==> config.mk <==
export PLATFORM = sky130hd
export DESIGN_NAME = usb_host_interrupter_moderation
export DESIGN_NICKNAME = d
export VERILOG_FILES = /design/src/rtl/irq_mod_pkg.sv /design/src/rtl/intr_ctl_if.sv /design/src/rtl/usb_host_interrupter_moderation.sv /design/src/rtl/intr_moderator.sv
export SDC_FILE = /design/constraint.sdc
export NUM_CORES = 1
export LEC_CHECK = 0
export BUFFER_PORTS_ARGS = -buffer_cell sky130_fd_sc_hd__buf_2
export CAP_MARGIN = 20
export CORE_MARGIN = 10
export CORE_UTILIZATION = 25
export CTS_CLUSTER_SIZE = 12
export DETAILED_ROUTE_END_ITERATION = 8
export REMOVE_ABC_BUFFERS = 1
export SYNTH_ARGS = -nofsm -noshare
export SYNTH_HDL_FRONTEND = slang
export SYNTH_SLANG_ARGS = --single-unit
==> constraint.sdc <==
create_clock -name clock -period 16.05 [get_ports clock]
set_input_delay 2.4075 -clock clock [delete_from_list [all_inputs] [get_ports clock]]
set_output_delay 2.4075 -clock clock [all_outputs]
set_load 0.05 [all_outputs]
==> src/rtl/irq_mod_pkg.sv <==
// Constants, offsets and types shared by the interrupter block
package irq_mod_pkg;
    localparam int NUM_INTR    = 4;
    localparam int MAX_INTR    = 1024;
    localparam int MSI_MAX_VEC = 32;
    localparam logic [2:0] MSI_MMC = 3'h2;
    localparam int CLK_NS      = 50;
    localparam int TICK_NS     = 250;
    localparam int TICK_CYC    = (TICK_NS + CLK_NS - 1) / CLK_NS;
    localparam logic [15:0] IVAL_RST = 16'hFA0;
    localparam logic [7:0] A_CMD    = 8'h00;
    localparam logic [7:0] A_PARAMS = 8'h04;
    localparam logic [7:0] A_MODE   = 8'h08;
    localparam logic [7:0] A_CAPS   = 8'h0C;
    localparam logic [7:0] A_IBASE  = 8'h20;
    localparam logic [7:0] A_IEND   = 8'h60;
    localparam logic [3:0] O_MAN    = 4'h0;
    localparam logic [3:0] O_MOD    = 4'h4;
    localparam logic [3:0] O_DEQ    = 4'h8;
    localparam logic [3:0] O_ENQ    = 4'hC;
    localparam int B_GIE  = 2;
    localparam int B_PEND = 0;
    localparam int B_IEN  = 1;
    localparam int B_EHB  = 3;
    localparam int B_MME  = 4;
    localparam int B_VEN  = 16;
    localparam int B_TSZ  = 16;
    localparam int B_DEQ  = 8;
    typedef enum logic [1:0] {MODE_OFF, MODE_PIN, MODE_MSI, MODE_MSIX} irq_mode_t;
endpackage

==> src/rtl/intr_ctl_if.sv <==
// Control and status bundle between controller and one moderation engine
`timescale 1ns/100ps
interface intr_ctl_if;
    logic        enable;
    logic        tick;
    logic        arm_set;
    logic        arm_clr;
    logic        pend_clr;
    logic        busy_clr;
    logic        ival_wr;
    logic        cnt_wr;
    logic [15:0] ival_d;
    logic [15:0] cnt_d;
    logic        pending;
    logic        busy;
    logic [15:0] count;
    logic [15:0] ival;
    modport ctrl (output enable, tick, arm_set, arm_clr, pend_clr, busy_clr,
                  output ival_wr, cnt_wr, ival_d, cnt_d,
                  input pending, busy, count, ival);
    modport engine (input enable, tick, arm_set, arm_clr, pend_clr, busy_clr,
                    input ival_wr, cnt_wr, ival_d, cnt_d,
                    output pending, busy, count, ival);
endinterface

==> src/rtl/usb_host_interrupter_moderation.sv <==
// Interrupter mapping, routing and moderation with Avalon-MM registers
//
// Behaviour
// RQ1 - Up to 1024 interrupters; a read-only count reports how many exist.
// RQ2 - One vector per interrupter; request only when enabled and events need it.
// RQ3 - Pin mode: only interrupter 0 drives the pin; others held off.
// RQ4 - MSI mode: interrupters 0 to 31 usable, higher ones disabled.
// RQ5 - Reported MSI multiple-message-capable never exceeds interrupter count.
// RQ6 - MSI vector equals interrupter index modulo enabled message count.
// RQ7 - MSI-X: interrupter n uses entry n, allocated by its vector enable.
// RQ8 - Reported MSI-X table size equals interrupter count.
// RQ9 - At least one interrupter is implemented.
// RQ10 - No interrupt leaves unless the global enable bit is one.
// RQ11 - Transfer events go to the interrupter named by their target field.
// RQ12 - Without mapping support every event goes to interrupter 0.
// RQ13 - Out-of-range target: the event is dropped, nothing else affected.
// RQ14 - Slot context target is range-checked when a command supplies it.
// RQ15 - Moderation register holds 16-bit countdown and 16-bit interval.
// RQ16 - Each interval unit is 250 ns, independent of traffic.
// RQ17 - Interval resets to 4000, one millisecond; software may reload it.
// RQ18 - Armed, idle, enabled: set pending and busy, load countdown.
// RQ19 - Next interrupt needs countdown zero, arm high, busy low.
// RQ20 - Countdown at zero with arm low stays at zero.
// RQ21 - Message mode: pending issues one write, cleared when it completes.
// RQ22 - Pin mode: pending drives the pin; software clears it.
// RQ23 - Event placed without suppress flag sets the arm flag.
// RQ24 - Arm rising with zero countdown and idle handler sets pending at once.
// RQ25 - Arm clears when ring empties; software clears handler busy.
// RQ26 - Countdown drops by one per 250 ns tick and stops at zero.
//
// The Avalon-MM slave port and the register offsets were chosen for this implementation.
`timescale 1ns/100ps
module usb_host_interrupter_moderation (
    // Clock and reset
    input  wire logic        clock,
    input  wire logic        sys_rst,
    // Avalon-MM slave
    input  wire logic [7:0]  avs_address,
    input  wire logic        avs_read,
    input  wire logic        avs_write,
    input  wire logic [31:0] avs_writedata,
    input  wire logic [3:0]  avs_byteenable,
    output logic      [31:0] avs_readdata,
    output logic             avs_waitrequest,
    // Event placement
    input  wire logic        evt_valid,
    input  wire logic [9:0]  evt_target,
    input  wire logic        evt_suppress,
    output logic             evt_dropped,
    // Slot context check
    input  wire logic        slot_chk_req,
    input  wire logic [9:0]  slot_chk_tgt,
    output logic             slot_chk_done,
    output logic             slot_chk_ok,
    // Message write and pin
    output logic             msg_valid,
    output logic      [9:0]  msg_vector,
    input  wire logic        msg_done,
    output logic             int_pin_n
);
    localparam int N = irq_mod_pkg::NUM_INTR; // RQ1 RQ9
    localparam logic MAP_SUP = (N > 1); // RQ11 RQ12

    // ------------------------------------------------------------
    // State
    // ------------------------------------------------------------
    logic        wait_ff;
    logic [31:0] rdata_ff;
    logic        gie_ff;
    logic [1:0]  mode_ff;
    logic [2:0]  mme_ff;
    logic [N-1:0] ven_ff;
    logic [N-1:0] ien_ff;
    logic [7:0]  deq_ff [N];
    logic [7:0]  enq_ff [N];
    logic        msg_ff;
    logic [9:0]  vec_ff;
    logic [1:0]  sel_ff;
    logic        drop_ff;
    logic        sdone_ff;
    logic        sok_ff;
    logic        pin_n_ff;
    logic [4:0]  tdiv_ff;
    logic        tick_ff;

    // ------------------------------------------------------------
    // Combinational helpers
    // ------------------------------------------------------------
    logic [31:0] rd_cur;
    logic [31:0] bm;
    logic [31:0] wv;
    logic [31:0] w1;
    logic        wr_go;
    logic        in_win;
    logic [1:0]  widx;
    logic [3:0]  woff;
    logic [9:0]  tgt;
    logic        tgt_ok;
    logic        evt_go;
    logic [2:0]  mme_eff;
    logic [9:0]  vmask;
    logic [N-1:0] pend_v;
    logic [N-1:0] en_v;
    logic [N-1:0] sw_pclr;
    logic        any_p;
    logic [1:0]  pick;
    irq_mod_pkg::irq_mode_t mode;
    logic [15:0] cnt_rd  [N];
    logic [15:0] ival_rd [N];
    logic [N-1:0] busy_v;

    intr_ctl_if ic [N] ();

    assign mode   = irq_mod_pkg::irq_mode_t'(mode_ff);
    assign wr_go  = avs_write & ~wait_ff;
    assign in_win = (avs_address >= irq_mod_pkg::A_IBASE) && (avs_address < irq_mod_pkg::A_IEND);
    assign widx   = avs_address[5:4] - irq_mod_pkg::A_IBASE[5:4];
    assign woff   = avs_address[3:0];
    assign bm     = {{8{avs_byteenable[3]}}, {8{avs_byteenable[2]}},
                     {8{avs_byteenable[1]}}, {8{avs_byteenable[0]}}};
    assign wv     = (rd_cur & ~bm) | (avs_writedata & bm);
    assign w1     = avs_writedata & bm;

    // Target selection and range check
    assign tgt    = MAP_SUP ? evt_target : 10'h000; // RQ11 RQ12
    assign tgt_ok = (tgt < 10'(N)); // RQ13
    assign evt_go = evt_valid & tgt_ok;

    // MSI message count clamped to what is advertised
    assign mme_eff = (mme_ff > irq_mod_pkg::MSI_MMC) ? irq_mod_pkg::MSI_MMC : mme_ff;
    assign vmask   = 10'((10'h001 << mme_eff) - 10'h001);

    // ------------------------------------------------------------
    // Register readback
    // ------------------------------------------------------------
    always_comb begin
        rd_cur = 32'h0000_0000;
        if (in_win) begin
            unique case (woff)
                irq_mod_pkg::O_MAN: begin
                    rd_cur[irq_mod_pkg::B_PEND] = pend_v[widx];
                    rd_cur[irq_mod_pkg::B_IEN]  = ien_ff[widx];
                end
                irq_mod_pkg::O_MOD: rd_cur = {cnt_rd[widx], ival_rd[widx]}; // RQ15
                irq_mod_pkg::O_DEQ: begin
                    rd_cur[irq_mod_pkg::B_DEQ +: 8] = deq_ff[widx];
                    rd_cur[irq_mod_pkg::B_EHB]      = busy_v[widx];
                end
                irq_mod_pkg::O_ENQ: rd_cur[7:0] = enq_ff[widx];
                default: rd_cur = 32'h0000_0000;
            endcase
        end else begin
            unique case (avs_address)
                irq_mod_pkg::A_CMD:    rd_cur[irq_mod_pkg::B_GIE] = gie_ff;
                irq_mod_pkg::A_PARAMS: rd_cur[10:0] = 11'(N); // RQ1
                irq_mod_pkg::A_MODE: begin
                    rd_cur[1:0] = mode_ff;
                    rd_cur[irq_mod_pkg::B_MME +: 3] = mme_ff;
                    rd_cur[irq_mod_pkg::B_VEN +: N] = ven_ff;
                end
                irq_mod_pkg::A_CAPS: begin
                    rd_cur[2:0] = irq_mod_pkg::MSI_MMC; // RQ5
                    rd_cur[irq_mod_pkg::B_TSZ +: 11] = 11'(N); // RQ8
                end
                default: rd_cur = 32'h0000_0000;
            endcase
        end
    end

    // ------------------------------------------------------------
    // Per-interrupter control and engines
    // ------------------------------------------------------------
    for (genvar n = 0; n < N; n++) begin : g_intr
        logic allowed;
        logic hit;

        // Mode-dependent permission for this interrupter
        always_comb begin
            unique case (mode)
                irq_mod_pkg::MODE_PIN:  allowed = (n == 0); // RQ3
                irq_mod_pkg::MODE_MSI:  allowed = (n < irq_mod_pkg::MSI_MAX_VEC); // RQ4
                irq_mod_pkg::MODE_MSIX: allowed = ven_ff[n]; // RQ7
                irq_mod_pkg::MODE_OFF:  allowed = 1'b0;
            endcase
        end

        assign hit        = wr_go & in_win & (widx == 2'(n));
        assign en_v[n]    = ien_ff[n] & gie_ff & allowed; // RQ2 RQ10
        assign pend_v[n]  = ic[n].pending;
        assign busy_v[n]  = ic[n].busy;
        assign cnt_rd[n]  = ic[n].count;
        assign ival_rd[n] = ic[n].ival;
        assign sw_pclr[n] = hit & (woff == irq_mod_pkg::O_MAN) & w1[irq_mod_pkg::B_PEND];

        assign ic[n].enable   = en_v[n];
        assign ic[n].tick     = tick_ff;
        assign ic[n].arm_set  = evt_go & (tgt == 10'(n)) & ~evt_suppress; // RQ23
        assign ic[n].arm_clr  = (deq_ff[n] == enq_ff[n]); // RQ25
        assign ic[n].pend_clr = sw_pclr[n] | (msg_ff & msg_done & (sel_ff == 2'(n))); // RQ21 RQ22
        assign ic[n].busy_clr = hit & (woff == irq_mod_pkg::O_DEQ) & w1[irq_mod_pkg::B_EHB]; // RQ25
        assign ic[n].ival_wr  = hit & (woff == irq_mod_pkg::O_MOD);
        assign ic[n].cnt_wr   = hit & (woff == irq_mod_pkg::O_MOD) & (|avs_byteenable[3:2]);
        assign ic[n].ival_d   = wv[15:0];
        assign ic[n].cnt_d    = wv[31:16];

        // Enable, dequeue pointer and enqueue index
        always_ff @(posedge clock or posedge sys_rst) begin
            if (sys_rst) begin
                ien_ff[n] <= 1'b0;
                deq_ff[n] <= 8'h00;
                enq_ff[n] <= 8'h00;
            end else begin
                if (hit && woff == irq_mod_pkg::O_MAN) begin
                    ien_ff[n] <= wv[irq_mod_pkg::B_IEN];
                end
                if (hit && woff == irq_mod_pkg::O_DEQ) begin
                    deq_ff[n] <= wv[irq_mod_pkg::B_DEQ +: 8];
                end
                if (evt_go && tgt == 10'(n)) begin
                    enq_ff[n] <= enq_ff[n] + 8'h01; // RQ11
                end
            end
        end

        intr_moderator u_mod (
            .clock   (clock),
            .sys_rst (sys_rst),
            .ic      (ic[n])
        );
    end

    // ------------------------------------------------------------
    // Avalon-MM slave: one wait state, then answer
    // ------------------------------------------------------------
    always_ff @(posedge clock or posedge sys_rst) begin
        if (sys_rst) begin
            wait_ff  <= 1'b1;
            rdata_ff <= 32'h0000_0000;
        end else begin
            wait_ff  <= ~((avs_read | avs_write) & wait_ff);
            rdata_ff <= avs_read ? rd_cur : 32'h0000_0000;
        end
    end

    // Global registers
    always_ff @(posedge clock or posedge sys_rst) begin
        if (sys_rst) begin
            gie_ff  <= 1'b0;
            mode_ff <= 2'h0;
            mme_ff  <= 3'h0;
            ven_ff  <= '0;
        end else if (wr_go && avs_address == irq_mod_pkg::A_CMD) begin
            gie_ff <= wv[irq_mod_pkg::B_GIE]; // RQ10
        end else if (wr_go && avs_address == irq_mod_pkg::A_MODE) begin
            mode_ff <= wv[1:0];
            mme_ff  <= wv[irq_mod_pkg::B_MME +: 3];
            ven_ff  <= wv[irq_mod_pkg::B_VEN +: N]; // RQ7
        end
    end

    // ------------------------------------------------------------
    // 250 ns tick divider
    // ------------------------------------------------------------
    always_ff @(posedge clock or posedge sys_rst) begin
        if (sys_rst) begin
            tdiv_ff <= 5'h00;
            tick_ff <= 1'b0;
        end else if (tdiv_ff == 5'(irq_mod_pkg::TICK_CYC - 1)) begin
            tdiv_ff <= 5'h00;
            tick_ff <= 1'b1; // RQ16 RQ26
        end else begin
            tdiv_ff <= tdiv_ff + 5'h01;
            tick_ff <= 1'b0;
        end
    end

    // ------------------------------------------------------------
    // Message writes: lowest pending interrupter first
    // ------------------------------------------------------------
    always_comb begin
        any_p = 1'b0;
        pick  = 2'h0;
        for (int i = N - 1; i >= 0; i--) begin
            if (pend_v[i] && en_v[i]) begin
                any_p = 1'b1;
                pick  = 2'(i);
            end
        end
    end

    // One doubleword write outstanding at a time
    always_ff @(posedge clock or posedge sys_rst) begin
        if (sys_rst) begin
            msg_ff <= 1'b0;
            vec_ff <= 10'h000;
            sel_ff <= 2'h0;
        end else if (msg_ff) begin
            if (msg_done) begin
                msg_ff <= 1'b0; // RQ21
            end
        end else if (any_p && (mode == irq_mod_pkg::MODE_MSI || mode == irq_mod_pkg::MODE_MSIX)) begin
            msg_ff <= 1'b1;
            sel_ff <= pick;
            vec_ff <= (mode == irq_mod_pkg::MODE_MSI) ? (10'(pick) & vmask) : 10'(pick); // RQ6 RQ7
        end
    end

    // Pin follows pending of interrupter 0 only
    always_ff @(posedge clock or posedge sys_rst) begin
        if (sys_rst) begin
            pin_n_ff <= 1'b1;
        end else begin
            pin_n_ff <= ~((mode == irq_mod_pkg::MODE_PIN) & pend_v[0] & en_v[0]); // RQ3 RQ22
        end
    end

    // Dropped events and slot context check
    always_ff @(posedge clock or posedge sys_rst) begin
        if (sys_rst) begin
            drop_ff  <= 1'b0;
            sdone_ff <= 1'b0;
            sok_ff   <= 1'b0;
        end else begin
            drop_ff  <= evt_valid & ~tgt_ok; // RQ13
            sdone_ff <= slot_chk_req;
            if (slot_chk_req) begin
                sok_ff <= (slot_chk_tgt < 10'(N)); // RQ14
            end
        end
    end

    assign avs_readdata    = rdata_ff;
    assign avs_waitrequest = wait_ff;
    assign evt_dropped     = drop_ff;
    assign slot_chk_done   = sdone_ff;
    assign slot_chk_ok     = sok_ff;
    assign msg_valid       = msg_ff;
    assign msg_vector      = vec_ff;
    assign int_pin_n       = pin_n_ff;
endmodule

==> src/rtl/intr_moderator.sv <==
// Moderation engine of one interrupter
`timescale 1ns/100ps
module intr_moderator (
    // Clock and reset
    input  wire logic   clock,
    input  wire logic   sys_rst,
    // Controller side
    intr_ctl_if.engine  ic
);
    logic        arm_ff;
    logic        pend_ff;
    logic        busy_ff;
    logic [15:0] cnt_ff;
    logic [15:0] ival_ff;
    logic        fire;

    // Fire when armed, ring not empty, idle handler and expired counter
    assign fire = ic.enable & arm_ff & ~ic.arm_clr & ~busy_ff & (cnt_ff == 16'h0000); // RQ2 RQ18 RQ19 RQ24 RQ25

    assign ic.pending = pend_ff;
    assign ic.busy    = busy_ff;
    assign ic.count   = cnt_ff;
    assign ic.ival    = ival_ff;

    // Arm flag, an event beats an emptying ring
    always_ff @(posedge clock or posedge sys_rst) begin
        if (sys_rst) begin
            arm_ff <= 1'b0;
        end else if (ic.arm_set) begin
            arm_ff <= 1'b1; // RQ23
        end else if (ic.arm_clr) begin
            arm_ff <= 1'b0; // RQ25
        end
    end

    // Pending and busy flags, set wins over clear
    always_ff @(posedge clock or posedge sys_rst) begin
        if (sys_rst) begin
            pend_ff <= 1'b0;
            busy_ff <= 1'b0;
        end else begin
            pend_ff <= fire | (pend_ff & ~ic.pend_clr); // RQ18 RQ21 RQ22
            busy_ff <= fire | (busy_ff & ~ic.busy_clr); // RQ25
        end
    end

    // Countdown: load on fire, count ticks, rest at zero
    always_ff @(posedge clock or posedge sys_rst) begin
        if (sys_rst) begin
            cnt_ff <= 16'h0000;
        end else if (fire) begin
            cnt_ff <= ival_ff; // RQ18 RQ19
        end else if (ic.cnt_wr) begin
            cnt_ff <= ic.cnt_d;
        end else if (ic.tick && cnt_ff != 16'h0000) begin
            cnt_ff <= cnt_ff - 16'h0001; // RQ16 RQ20 RQ26
        end
    end

    // Interval field, software loaded
    always_ff @(posedge clock or posedge sys_rst) begin
        if (sys_rst) begin
            ival_ff <= irq_mod_pkg::IVAL_RST; // RQ17
        end else if (ic.ival_wr) begin
            ival_ff <= ic.ival_d; // RQ15
        end
    end
endmodule

==> flow_summary.yaml <==
route:
  wl_per_cell_um: 21.8
  avgViaCountPerCell: 5.20
  routed-via-count: 12400
  drc: 0
  antenna_left: 0
  drtPass1Iterations: 5
  drt-total-wl_um: 52000
  drt_iter0_markers: 1257
critical_path:
  start_kind: "primary input"
  slowest_stage: "nand2_1"
  path_class: "primary input to flop"
  path_max_fanout: 42
  critPathRequiredTime_ns: 16.48
  cp_cell_sequence: "buf_4 -> buf_4 -> xor2_1 -> nand2_1 -> o211ai_1 -> mux2i_1 -> o21ai_0"
  cp_data_arrival_time_ns: 5.69
  crit_top_cell: "buf_4"
  cpPeakStageDelay_ns: 0.74
  cp-end-kind: "flop"
synth:
  yosys_warnings: 0
  synth_cell_type_count: 77
  avgSynthCellArea_um2: 9.85
  synth_edf_count: 0
  async_flop_share_pct: 100
  synthCells: 1499
  ys_seq_area_share_pct: 45.3
  synth_area_um2: 14800
  synth_seq_cells: 266
  synth_ff_type: "dfrtp_1"
power_and_ir_drop:
  p_per_area_nw_per_um2: 96.4
  power_mw: 1.66
  power_leakage_nw: 7.14
  vdd_ir_drop_max_v: 0.0000700
outcome:
  status: "finished clean"
global_route:
  grt_pass1_vias: 12300
  overflow: 0
  grt_pass1_wl_um: 78600
  grt_usage_pct: 14.4
  grt_max_degree: 143
  antenna_found_initial: 5
worst_hold_path:
  hold_path.class: "flop to flop"
die:
  die_w_um: 263
  core_um2: 58700
  start_util_pct: 25.2
  die_y_um: 263
  core.rowCount: 89
  dieArea_um2: 69200
  pin_count: 120
clock_tree:
  numClockSinks: 266
  cts_tree: "yes"
  cts_hold_buf: 0
  clk_pin_slew_ns: 0.06
  numCtsBuffers: 31
  root_buffer: "clkbuf_16"
  clkLatencyLatePin_ns: 0.60
  htree_levels: 1
  postCtsSetupBuffers: 0
  postCtsResizedCells: 0
  ctsLongestPathBuffers: 3
timing:
  fmax_ghz: 0.190
  rsz0062_at_grt: "false"
  fin_worst_skew_ns: 0.0287
  period_share_pct: 32.8
  report.final.setup_viol: 0
  maxSlewViolCount: 0
  relSlewSlack_pct: 25.9
  hold_violations: 0
  worst_pin_slew_ns: 1.10
  setup_tns_ns: 0
  min_period_ns: 5.26
flow_run:
  max_cap_violations: 0
cells_and_area:
  final_common_cell: "dfrtp_1"
  nets: 1669
  drive_gt1_share_pct: 19.0
  area_delta_synth_final_pct: 16.8
  layout_common_cells: "dfrtp_1 (240), nand2_1 (190), o21ai_0 (132)"
placement:
  gp_congestion: 0.955
  dpl.hpwl_um: 38500
  io_buffers: 109
==> worst paths after layout <==
kind	start	to	slack [ns]	cells past startpoint
max in group asynchronous	sys_rst	g_intr[0].u_mod.ic.count[1]$_DFFE_PP0P_	12.70	3
worst max register to register	g_intr[1].u_mod.ic.count[8]$_DFFE_PP0P_	g_intr[1].u_mod.ic.count[15]$_DFFE_PP0P_	12.59	6
worst max-delay path	avs_address[5]	ien_ff[3]$_DFFE_PP0P_	10.79	7
min in group asynchronous	sys_rst	deq_ff[6]$_DFFE_PP0P_	2.01	2
worst min-delay path	avs_waitrequest$_DFF_PP1_	avs_waitrequest$_DFF_PP1_	0.48	1
worst min register to register	avs_waitrequest$_DFF_PP1_	avs_waitrequest$_DFF_PP1_	0.48	1
==> Yosys cell counts, types with 10 or more instances <==
cell	instances	area, um^2
a211oi_1	13	97.6
a21oi_1	68	340
a22oi_1	20	150
a31oi_1	10	62.6
and2_1	21	131
and3_1	27	169
buf_2	19	95.1
buf_4	12	90.1
clkbuf_1	47	176
dfrtp_1	240	6010
dfstp_2	26	683
ha_1	14	175
inv_1	26	97.6
mux2_2	16	180
mux2i_1	14	140
mux4_2	51	1150
nand2_1	190	713
nand2b_1	13	81.3
nand3_1	32	160
nand4_1	40	250
nor2_1	127	477
nor3_1	35	175
nor4_1	27	169
o21ai_0	132	661
or4_1	11	82.6
xnor2_1	71	622
xor2_1	47	412
==> metal layers <==
metal / track usage, % / up-vias / part of all wire (%)
met5: 0 / - / 0.12
met1: 19.3 / 6203 / 42
met4: 2.89 / 8 / 2.0
met2: 23.6 / 530 / 47
li1: - / 5576 / -
met3: 3.09 / 76 / 8.1
==> worst max-delay path: cells and delay by family <==
family          cells  cell delay, ns
buf+inv             2            1.02
simple gates        1            0.74
mux                 1            0.72
compound gates      2            0.49
xor+xnor            1            0.27
==> layout make-up <==
cell class	count	area, um^2
Clock buffer	46	922
Clock inverter	11	195
Timing Repair Buffer	133	756
Inverter	27	109
Antenna cell	2	5.00
Sequential cell	266	6690
Fill cell	6087	41400
Multi-Input combinational cell	1124	7600
Tap cell	773	967
==> registers in the layout, summed over array words and instances, names as in the netlist, 3 cells and up <==
register / flops
ven_ff: 4
g_intr.u_mod.ic.count: 64
tdiv_ff: 5
g_intr.u_mod.arm_ff: 4
deq_ff: 32
g_intr.u_mod.ic.ival: 64
ien_ff: 4
mme_ff: 3
enq_ff: 32
g_intr.u_mod.ic.busy: 4
avs_readdata: 32
g_intr.u_mod.ic.pending: 4
==> where the power goes <==
group	internal, mW	switching (mW)	total [mW]
Combinational	0.0604	0.0945	0.155
Sequential	0.696	0.0396	0.736
Clock	0.476	0.295	0.771
==> per-stage QoR <==
step / area (um^2) / utilization [%] / setup slack, ns / std cells / hold slack, ns
2_1_floorplan: 14400 / - / 6.36 / 1417 / 0.447
3_3_place_gp: 16100 / 27.4 / 10.16 / 2318 / 0.459
3_5_place_dp: 16100 / 27.4 / 10.14 / 2320 / 0.465
4_1_cts: 17200 / 29.3 / 10.76 / 2377 / 0.479
5_1_grt: 17200 / 29.4 / 10.47 / 2381 / 0.497
6_report: 17200 / 29.4 / 10.79 / 2382 / 0.477
==> logic make-up (layout without fill, tap and decap cells) <==
logic type,after synthesis,in the layout,share of synthesized area [%]
compound gates,314,314,12.8
flops,266,266,45.3
xor+xnor,118,118,7.00
simple gates,589,589,20.1
other cells,1,10,0.0254
buf+inv,116,217,3.62
mux,81,81,9.95
fa+ha+maj,14,14,1.19
Note: power is estimated with default switching activity, not from simulation.
